[src/design/mmd_consts.svh]
// Purpose: Address map, field and reset constants of the memory map decoder
// Assumes: 32-bit byte addresses from the core
// Notes:   Region bases are low address halves inside the register space
`ifndef MMD_CONSTS_SVH
`define MMD_CONSTS_SVH

// Upper address halves of the fixed memory regions
`define MMD_ALIAS_HI 16'h0000
`define MMD_BANK1_HI 16'h0008
`define MMD_BANK0_HI 16'h0009
`define MMD_MMR_HI 16'hffff
// SRAM base 0x00010000, compared on address bits 31:13
`define MMD_SRAM_HI 19'h00008

// Flash layout
`define MMD_BOOT_PAGE_BASE 32'h0009_f800
`define MMD_BOOT_PAGE_BYTES 2048
`define MMD_FLASH_PAGE_BYTES 512
`define MMD_FLASH_PAGE_LSB 9

// Flash rate limits and the system clock, in kHz
`define MMD_SYS_CLK_KHZ 40000
`define MMD_FLASH16_MAX_KHZ 41780
`define MMD_FLASH32_MAX_KHZ 20890

// Register regions: count, single-cycle count, bases and masks
`define MMD_NREG 10
`define MMD_NAHB 4
`define MMD_IRQ_BASE 16'h0000
`define MMD_IRQ_MASK 16'hfe00
`define MMD_SYS_BASE 16'h0200
`define MMD_FLC_BASE 16'hf800
`define MMD_GPIO_BASE 16'h0d00
`define MMD_TMR_BASE 16'h0300
`define MMD_PLL_BASE 16'h0400
`define MMD_PSM_BASE 16'h0440
`define MMD_REF_BASE 16'h0480
`define MMD_ADC_BASE 16'h0500
`define MMD_DAC_BASE 16'h0580
`define MMD_MASK_256 16'hff00
`define MMD_MASK_128 16'hff80
`define MMD_MASK_64 16'hffc0

// Boot alias control register
`define MMD_ALIAS_OFS 16'h0220
`define MMD_ALIAS_RST 8'h01
`define MMD_ALIAS_BIT 0

// Access sizes
`define MMD_SZ_BYTE 2'h0
`define MMD_SZ_HALF 2'h1
`define MMD_SZ_WORD 2'h2

`endif

[src/design/mmd_pkg.sv]
// Purpose: Types of the memory map decoder
// Assumes: Nothing beyond the constants header
// Notes:   States and access targets
package mmd_pkg;
    typedef enum logic [2:0] {
        ST_IDLE, ST_FL_HI, ST_FL_LO, ST_APB_EN, ST_GAP, ST_CAPT
    } mmd_state_e;
    typedef enum logic [2:0] {
        TGT_NONE, TGT_FLASH, TGT_SRAM, TGT_AHB, TGT_APB, TGT_LOCAL
    } mmd_tgt_e;
endpackage

[src/design/mmd_memory_map_decoder.sv]
// Purpose: System address decoder between the core and memories/registers
// Assumes: Memories and register slaves answer in the cycle after a strobe
// Notes:   One request at a time; core waits for core_ack
//
// Behaviour
// RULE_01: After reset, flash is aliased at address zero.
// RULE_02: Clearing bit 0 of the boot alias register aliases SRAM there.
// RULE_03: Core sees a flat 32-bit byte space, blocks at fixed regions.
// RULE_04: Little-endian: least significant byte at lowest address.
// RULE_05: Flash bank 0 decoded from 0x90000 to 0x9FFFF, top is boot page.
// RULE_06: Flash bank 1 decoded from 0x80000 to 0x8FFFF, all user space.
// RULE_07: 2 kB of flash are boot page, 126 kB code and data.
// RULE_08: Flash pages are 512 bytes.
// RULE_09: 16-bit flash: word fetch takes two accesses, halfword one.
// RULE_10: Flash rate at most 41.78 MHz halfwords, 20.89 MHz words.
// RULE_11: 8 kB SRAM as 32-bit words, one access per word.
// RULE_12: Register space fills the top of the map, all peripheral registers.
// RULE_13: Software never touches unoccupied register locations.
// RULE_14: Single-cycle bus takes one cycle, peripheral bus takes two.
// RULE_15: Interrupt, system control, flash controller and GPIO on single-cycle bus, rest peripheral bus.
// RULE_16: Interrupt controller region at 0xFFFF0000, single cycle.
// RULE_17: System control region at 0xFFFF0200, single cycle.
// RULE_18: Timer region at 0xFFFF0300, two cycles.
// RULE_19: Power/clock at 0xFFFF0400, supply monitor 0xFFFF0440, two cycles.
// RULE_20: Reference, converter, output converter at 0x480/0x500/0x580.
// RULE_21: Unoccupied locations read zero, writes discarded, normal finish.
`timescale 1ns/100ps
`default_nettype none
`include "mmd_consts.svh"

module mmd_memory_map_decoder
    import mmd_pkg::*;
(
    // Clock and reset
    input wire logic sys_clk,
    input wire logic reset,
    // Core request and answer
    input wire logic core_req,
    input wire logic [31:0] core_addr,
    input wire logic core_write,
    input wire logic [1:0] core_size,
    input wire logic [31:0] core_wdata,
    output logic core_ack,
    output logic [31:0] core_rdata,
    // Byte lanes shared by SRAM and register bus
    output logic [3:0] lane_be,
    output logic [31:0] lane_wdata,
    // Flash arrays
    output logic flash_rd,
    output logic flash_bank,
    output logic [14:0] flash_haddr,
    input wire logic [15:0] flash_rdata,
    // SRAM
    output logic sram_en,
    output logic sram_we,
    output logic [10:0] sram_waddr,
    input wire logic [31:0] sram_rdata,
    // Register bus
    output logic [9:0] reg_sel,
    output logic reg_enable,
    output logic reg_write,
    output logic [15:0] reg_addr,
    input wire logic [31:0] reg_rdata,
    // Boot alias state
    output logic alias_flash
);

    localparam logic [15:0] REG_BASE [`MMD_NREG] = '{
        `MMD_IRQ_BASE, `MMD_SYS_BASE, `MMD_FLC_BASE, `MMD_GPIO_BASE,
        `MMD_TMR_BASE, `MMD_PLL_BASE, `MMD_PSM_BASE, `MMD_REF_BASE,
        `MMD_ADC_BASE, `MMD_DAC_BASE};
    localparam logic [15:0] REG_MASK [`MMD_NREG] = '{
        `MMD_IRQ_MASK, `MMD_MASK_256, `MMD_MASK_256, `MMD_MASK_256,
        `MMD_MASK_256, `MMD_MASK_64, `MMD_MASK_64, `MMD_MASK_128,
        `MMD_MASK_128, `MMD_MASK_128};
    localparam logic [15:0] ALIAS_OFS = `MMD_ALIAS_OFS;

    mmd_state_e state_r, state_nxt;
    mmd_tgt_e tgt_r, tgt_nxt;
    logic [7:0] alias_r;
    logic [1:0] lsb_r;
    logic [1:0] size_r;
    logic word_r;
    logic [15:0] lo_r;
    logic ack_r, ack_nxt;
    logic [31:0] rdata_r;
    logic [3:0] be_r;
    logic [31:0] wdata_r;
    logic flash_rd_r, flash_rd_nxt;
    logic flash_bank_r;
    logic [14:0] haddr_r, haddr_nxt;
    logic sram_en_r, sram_en_nxt;
    logic sram_we_r;
    logic [10:0] sram_waddr_r;
    logic [9:0] reg_sel_r, reg_sel_nxt;
    logic reg_en_r, reg_en_nxt;
    logic reg_write_r;
    logic [15:0] reg_addr_r;

    // Region decode on the request address
    wire logic take = (state_r == ST_IDLE) && core_req;
    wire logic in_mmr = core_addr[31:16] == `MMD_MMR_HI; // [RULE_12]
    wire logic [9:0] reg_hit;
    genvar gi;
    generate
        for (gi = 0; gi < `MMD_NREG; gi = gi + 1) begin : g_region
            // Aligned window match per register region
            assign reg_hit[gi] = in_mmr &&
                ((core_addr[15:0] & REG_MASK[gi]) == REG_BASE[gi]); // [RULE_16] [RULE_17] [RULE_18] [RULE_19] [RULE_20]
        end
    endgenerate
    wire logic reg_ahb = |reg_hit[`MMD_NAHB-1:0]; // [RULE_15]
    wire logic reg_apb = |reg_hit[`MMD_NREG-1:`MMD_NAHB]; // [RULE_15]
    wire logic local_hit = in_mmr && (core_addr[15:2] == ALIAS_OFS[15:2]);
    wire logic alias_win = core_addr[31:16] == `MMD_ALIAS_HI;
    wire logic bank1_hit = (core_addr[31:16] == `MMD_BANK1_HI) ||
        (alias_win && alias_r[`MMD_ALIAS_BIT]); // [RULE_01] [RULE_06]
    // Bank 0 holds user pages and the boot page at its top
    wire logic bank0_hit = core_addr[31:16] == `MMD_BANK0_HI; // [RULE_05] [RULE_07]
    wire logic sram_hit = (core_addr[31:13] == `MMD_SRAM_HI) ||
        (alias_win && !alias_r[`MMD_ALIAS_BIT] &&
        core_addr[15:13] == 3'h0); // [RULE_02] [RULE_11]
    // Flash is read-only here, direct writes are dropped
    wire logic flash_hit = (bank0_hit || bank1_hit) && !core_write;

    // Target priority, anything unmatched is unoccupied
    assign tgt_nxt = local_hit ? TGT_LOCAL :
                     reg_ahb ? TGT_AHB :
                     reg_apb ? TGT_APB :
                     flash_hit ? TGT_FLASH :
                     sram_hit ? TGT_SRAM : TGT_NONE; // [RULE_03] [RULE_21]

    // Little-endian byte lanes for writes
    wire logic [3:0] be_nxt = (core_size == `MMD_SZ_BYTE) ?
        (4'h1 << core_addr[1:0]) :
        (core_size == `MMD_SZ_HALF) ? (4'h3 << {core_addr[1], 1'b0}) :
        4'hf; // [RULE_04]
    wire logic [31:0] wlane = core_wdata << {core_addr[1:0], 3'b000}; // [RULE_04]

    // Read data gathered, lowest address to least significant byte
    wire logic [31:0] cap_raw = (tgt_r == TGT_FLASH) ?
        (word_r ? {flash_rdata, lo_r} : {flash_rdata, flash_rdata}) :
        (tgt_r == TGT_SRAM) ? sram_rdata :
        (tgt_r == TGT_AHB || tgt_r == TGT_APB) ? reg_rdata :
        (tgt_r == TGT_LOCAL) ? {24'h000000, alias_r} :
        32'h00000000; // [RULE_04] [RULE_21]
    wire logic [31:0] cap_shift = cap_raw >> {lsb_r, 3'b000};
    wire logic [31:0] cap_val = (size_r == `MMD_SZ_BYTE) ?
        {24'h000000, cap_shift[7:0]} :
        (size_r == `MMD_SZ_HALF) ? {16'h0000, cap_shift[15:0]} :
        cap_shift;

    // Sequencing of each access and its strobes
    always_comb begin
        state_nxt = state_r;
        flash_rd_nxt = 1'b0;
        haddr_nxt = haddr_r;
        sram_en_nxt = 1'b0;
        reg_sel_nxt = 10'h000;
        reg_en_nxt = 1'b0;
        ack_nxt = 1'b0;
        case (state_r)
            ST_IDLE: begin
                if (core_req) begin
                    state_nxt = ST_GAP;
                    case (tgt_nxt)
                        TGT_FLASH: begin
                            // Page is bits 15:9, halfword within it 8:1
                            flash_rd_nxt = 1'b1;
                            haddr_nxt = core_addr[15:1]; // [RULE_08]
                            if (core_size == `MMD_SZ_WORD) begin
                                state_nxt = ST_FL_HI; // [RULE_09]
                            end
                        end
                        TGT_SRAM: begin
                            sram_en_nxt = 1'b1; // [RULE_11]
                        end
                        TGT_AHB: begin
                            reg_sel_nxt = reg_hit; // [RULE_14]
                        end
                        TGT_APB: begin
                            reg_sel_nxt = reg_hit;
                            state_nxt = ST_APB_EN; // [RULE_14]
                        end
                        default: begin
                            state_nxt = ST_GAP; // [RULE_21]
                        end
                    endcase
                end
            end
            ST_FL_HI: begin
                // Back-to-back halfwords: one flash access per clock
                flash_rd_nxt = 1'b1;
                haddr_nxt = {haddr_r[14:1], 1'b1}; // [RULE_09] [RULE_10]
                state_nxt = ST_FL_LO;
            end
            ST_FL_LO: begin
                state_nxt = ST_CAPT;
            end
            ST_APB_EN: begin
                reg_sel_nxt = reg_sel_r;
                reg_en_nxt = 1'b1; // [RULE_14]
                state_nxt = ST_GAP;
            end
            ST_GAP: begin
                state_nxt = ST_CAPT;
            end
            ST_CAPT: begin
                ack_nxt = 1'b1;
                state_nxt = ST_IDLE;
            end
            default: begin
                state_nxt = ST_IDLE;
            end
        endcase
    end

    // State and strobes
    always_ff @(posedge sys_clk or posedge reset) begin
        if (reset) begin
            state_r <= ST_IDLE;
            ack_r <= 1'b0;
            flash_rd_r <= 1'b0;
            sram_en_r <= 1'b0;
            reg_sel_r <= 10'h000;
            reg_en_r <= 1'b0;
            haddr_r <= 15'h0000;
        end else begin
            state_r <= state_nxt;
            ack_r <= ack_nxt;
            flash_rd_r <= flash_rd_nxt;
            sram_en_r <= sram_en_nxt;
            reg_sel_r <= reg_sel_nxt;
            reg_en_r <= reg_en_nxt;
            haddr_r <= haddr_nxt;
        end
    end

    // Request fields held for the whole access
    always_ff @(posedge sys_clk or posedge reset) begin
        if (reset) begin
            tgt_r <= TGT_NONE;
            lsb_r <= 2'h0;
            size_r <= `MMD_SZ_BYTE;
            word_r <= 1'b0;
            be_r <= 4'h0;
            wdata_r <= 32'h00000000;
            flash_bank_r <= 1'b0;
            sram_we_r <= 1'b0;
            sram_waddr_r <= 11'h000;
            reg_write_r <= 1'b0;
            reg_addr_r <= 16'h0000;
        end else if (take) begin
            tgt_r <= tgt_nxt;
            lsb_r <= core_addr[1:0];
            size_r <= core_size;
            word_r <= core_size == `MMD_SZ_WORD;
            be_r <= be_nxt;
            wdata_r <= wlane;
            flash_bank_r <= bank0_hit; // [RULE_05] [RULE_06]
            sram_we_r <= core_write;
            sram_waddr_r <= core_addr[12:2]; // [RULE_11]
            reg_write_r <= core_write;
            reg_addr_r <= core_addr[15:0];
        end
    end

    // Low flash half of a word, then the answer to the core
    always_ff @(posedge sys_clk or posedge reset) begin
        if (reset) begin
            lo_r <= 16'h0000;
            rdata_r <= 32'h00000000;
        end else begin
            if (state_r == ST_FL_LO) begin
                lo_r <= flash_rdata; // [RULE_09]
            end
            if (state_r == ST_CAPT) begin
                rdata_r <= sram_we_r ? 32'h00000000 : cap_val;
            end
        end
    end

    // Boot alias control, flash aliased after reset
    always_ff @(posedge sys_clk or posedge reset) begin
        if (reset) begin
            alias_r <= `MMD_ALIAS_RST; // [RULE_01]
        end else if (take && core_write && tgt_nxt == TGT_LOCAL &&
                     be_nxt[0]) begin
            alias_r <= wlane[7:0]; // [RULE_02]
        end
    end

    // Outputs, all from flip-flops
    assign core_ack = ack_r;
    assign core_rdata = rdata_r;
    assign lane_be = be_r;
    assign lane_wdata = wdata_r;
    assign flash_rd = flash_rd_r;
    assign flash_bank = flash_bank_r;
    assign flash_haddr = haddr_r;
    assign sram_en = sram_en_r;
    assign sram_we = sram_we_r;
    assign sram_waddr = sram_waddr_r;
    assign reg_sel = reg_sel_r;
    assign reg_enable = reg_en_r;
    assign reg_write = reg_write_r;
    assign reg_addr = reg_addr_r;
    assign alias_flash = alias_r[`MMD_ALIAS_BIT];
endmodule // mmd_memory_map_decoder
`default_nettype wire

[config.mk]
export PLATFORM = sky130hd
export DESIGN_NAME = mmd_memory_map_decoder
export DESIGN_NICKNAME = d
export VERILOG_FILES = /design/src/design/mmd_pkg.sv /design/src/design/mmd_memory_map_decoder.sv
export VERILOG_INCLUDE_DIRS = /design/src /design/src/design
export SDC_FILE = /design/constraint.sdc
export NUM_CORES = 1
export LEC_CHECK = 0
export ABC_AREA = 1
export BUFFER_PORTS_ARGS = -buffer_cell sky130_fd_sc_hd__buf_2
export CORE_UTILIZATION = 50
export DETAILED_ROUTE_END_ITERATION = 8
export PLACE_DENSITY = 0.8
export SYNTH_ARGS = -nofsm -noshare
export SYNTH_HDL_FRONTEND = slang
export SYNTH_SLANG_ARGS = --single-unit
[constraint.sdc]
create_clock -name sys_clk -period 5.8 [get_ports sys_clk]
set_clock_uncertainty 0.1 [all_clocks]
set_input_delay 0 -clock sys_clk [delete_from_list [all_inputs] [get_ports sys_clk]]
set_output_delay 0 -clock sys_clk [all_outputs]
set_load 0.05 [all_outputs]
==> flow_summary.json <==
{
  "area_delta_synth_final_pct": 39.7,
  "route.detailed.drc": 0,
  "vias_per_cell": 5.60,
  "synth_top_area_cell": "dfrtp_1",
  "crit_type": "register to register",
  "num_vias": 9429,
  "synth_seq_area_share": 0.457,
  "cts_hold_buf": 124,
  "die_w_um": 129,
  "grt_pass1_wl_um": 48500,
  "avgSynthCellArea_um2": 7.40,
  "slew_viol_final": 0,
  "fmax_ghz": 0.262,
  "nets": 1604,
  "first_iter_violations": 871,
  "critPathLaunchType": "register",
  "fin_crit_sh": 0.657,
  "rsz0062_at_grt": "no",
  "rrSetupSlack_ns": 1.99,
  "power_mw": 5.69,
  "grt.total_usage": 0.385,
  "postSynthCellCount": 1095,
  "htree_num_levels": 4,
  "clock-sinks": 148,
  "root_buffer": "clkbuf_16",
  "cts_setup_buffers": 0,
  "rows": 46,
  "arrival_ns": 4.07,
  "synthMuxAreaShare": 0.00989,
  "die_y_um": 129,
  "tightest_slew_ns": 1.09,
  "ios": 278,
  "relSlewSlack": 0.271,
  "netlist_area_mm2": 0.00810,
  "synth_area_leaders": "dfrtp_1, nand2_1, o21ai_0",
  "power_density_mw_per_mm2": 503,
  "yosys.area_share.simple": 0.301,
  "drt_pass1_iterations": 6,
  "grt_max_degree": 92,
  "ys.flop_type": "dfrtp_1",
  "status": "finished, final reports clean",
  "max_stage_delay_ns": 0.64,
  "cts_tree": "built",
  "ys_async_sr_fraction": 1.00,
  "min_path_type": "input pin to register",
  "dp_hpwl_um": 20000,
  "synthAdderAreaFrac": 0,
  "synth-xor-area-share": 0,
  "place.gp.congestion": 0.998,
  "clk_latency_ns": 0.43,
  "cap_violations": 0,
  "clkTransAtPathRegs_ns": 0.07,
  "synth-compound-area-share": 0.156,
  "portBuffers": 277,
  "antenna_found_initial": 1,
  "worst_path_max_delay_cell": "o21ai_4",
  "period_needed_ns": 3.81,
  "cts_buffers": 17,
  "setup_tns_ns": 0,
  "p_leak_nw": 5.98,
  "wirelength_um": 31100,
  "fillers": 1234,
  "required_ns": 6.06,
  "crit_top_cell": "dlygate4sd3_1",
  "synth_top_area_share": 0.454,
  "grt_pass1_vias": 9401,
  "grt-ovfl-total": 0,
  "post_cts_resized": 0,
  "synth_enable_flop_cells": 0,
  "finalSetupViolations": 0,
  "yosysWarnings": 0,
  "finalHoldViolCount": 0,
  "worst_ir_drop_vdd_mv": 0.357,
  "drive_above_1_share": 0.238,
  "synth_top_family_by_area": "simple AND/OR/NAND/NOR gates",
  "drtAntennaViolNets": 0,
  "yosysUniqueCellTypes": 43,
  "syn_nets": 1245,
  "core_mm2": 0.0158,
  "worstPathMaxFanout": 32,
  "routedWlPerCell_um": 18.4,
  "path_cells": "clkinv_2, nand2_4, o21ai_4, nand2_1, a22oi_1, dlygate4sd3_1, o21ai_0, dlygate4sd3_1, nand3_1, dlygate4sd3_1",
  "endpoint_kind": "register",
  "hold_slack_ns": 0.0219,
  "cts_buffer_depth": 2,
  "die-area_mm2": 0.0167,
  "synth_seq_cells": 148,
  "initial_core_util": 0.512
}
## stage by stage
| stage | cells | utilization | worst slack, ns | cell area [um^2] |
|---|---|---|---|---|
| finish | 1684 | 0.715 | 1.99 | 11300 |
| global route | 1684 | 0.715 | 1.80 | 11300 |
| CTS | 1683 | 0.715 | 2.10 | 11300 |
| detailed placement | 1527 | 0.597 | 3.31 | 9460 |
| global placement | 1527 | 0.597 | 3.35 | 9460 |
| floorplan | 1095 | - | 1.72 | 8100 |
## cells in the mapped netlist (13+ instances only)
master / n
o21ai_0: 110
nand4_1: 13
a22oi_1: 23
nor2_1: 70
a21oi_1: 45
o21ai_1: 15
nand2_1: 392
inv_1: 63
buf_4: 15
dfrtp_1: 147
clkbuf_1: 31
nand3_1: 81
## layout make-up
| class | instances | area (um^2) | share of cell area |
|---|---|---|---|
| diodes | 1 | 2.50 | 0.000221 |
| clock buffers | 17 | 425 | 0.0376 |
| clock inverters | 15 | 194 | 0.0171 |
| inverters | 72 | 277 | 0.0244 |
| multi-input cells | 809 | 3780 | 0.334 |
| flip-flops and latches | 148 | 3700 | 0.327 |
| well taps | 216 | 270 | 0.0239 |
| repair buffers | 406 | 2670 | 0.235 |
## flip-flops by register name, indices dropped and copies added, names as in the netlist, 2 cells and up
name / cells
flash_haddr: 15
lane_wdata: 32
size_r: 2
lo_r: 16
core_rdata: 32
sram_waddr: 10
reg_addr: 5
lane_be: 4
reg_sel: 10
tgt_r: 3
state_r: 3
alias_r: 8
## worst max-delay path: cells and delay by family, from the launching register on
family                 cells  cell delay, ns
AOI/OAI and AO/OA          3            0.97
buffers and inverters      4            1.89
DFF                        1            0.51
and+or+nand+nor            3            0.27
## metal layers
layer	wire, um	up-vias	global-route usage	part of all wire
met5	0	-	0	0
met4	1840	0	0.237	0.059
met3	3390	145	0.106	0.11
met2	14800	633	0.645	0.48
met1	11100	4347	0.436	0.36
li1	-	4304	-	-
## kinds of logic after synthesis
| kind of cell | Yosys count |
|---|---|
| AND/OR/NAND/NOR | 579 |
| AO/OA/AOI/OAI | 222 |
| flip-flops | 148 |
| buffers and inverters | 138 |
| multiplexers | 8 |
## path summary, 6_finish.rpt
check                                            start                         end  cells past startpoint
min in group asynchronous                        reset        lo_r[14]$_DFFE_PP0N_                      3
worst max register to register    tgt_r[2]$_DFFE_PP0P_   core_rdata[3]$_DFFE_PP0P_                     10
max in group asynchronous                        reset      reg_sel[1]$_DFFE_PP0N_                      4
worst max-delay path              tgt_r[2]$_DFFE_PP0P_   core_rdata[3]$_DFFE_PP0P_                     10
worst min register to register  lane_be[0]$_DFFE_PP0P_      lane_be[0]$_DFFE_PP0P_                      2
worst min-delay path                    sram_rdata[27]  core_rdata[19]$_DFFE_PP0P_                      7
## power breakdown
part / switching, mW / internal, mW / total (mW) / leakage [nW]
clock: 0.506 / 0.656 / 1.16 / 0.302
sequential: 0.263 / 1.36 / 1.62 / 1.92
combinational: 2.16 / 0.751 / 2.91 / 3.75
total: 2.93 / 2.77 / 5.69 / 5.98
## cell usage in the layout (no fill, tap or decap), types with 2 or more instances in the layout
cell type | synthesis | layout
clkbuf_16 | 0 | 17
nand3_1 | 81 | 81
bufinv_16 | 0 | 2
a21oi_1 | 45 | 45
buf_2 | 12 | 277
buf_4 | 15 | 5
nand2_4 | 2 | 2
o31ai_1 | 2 | 2
clkinv_8 | 0 | 2
nor2_2 | 2 | 2
inv_6 | 0 | 5
a21o_1 | 2 | 2
clkinv_4 | 0 | 5
nand2_2 | 3 | 3
o21ai_0 | 110 | 110
nor2_1 | 70 | 70
dlygate4sd3_1 | 0 | 124
nand4_1 | 13 | 13
o21a_1 | 7 | 7
a31oi_1 | 2 | 2
o21ai_1 | 15 | 15
inv_8 | 0 | 2
a32o_1 | 3 | 3
a22oi_1 | 23 | 23
mux2i_1 | 8 | 8
inv_1 | 63 | 62
o21ai_2 | 6 | 6
nor3_1 | 5 | 5
dfrtp_1 | 147 | 147
o211ai_1 | 3 | 3
nand2_1 | 392 | 392
nor2_4 | 4 | 4
inv_2 | 8 | 8
Power figures use the tool's default switching activity.
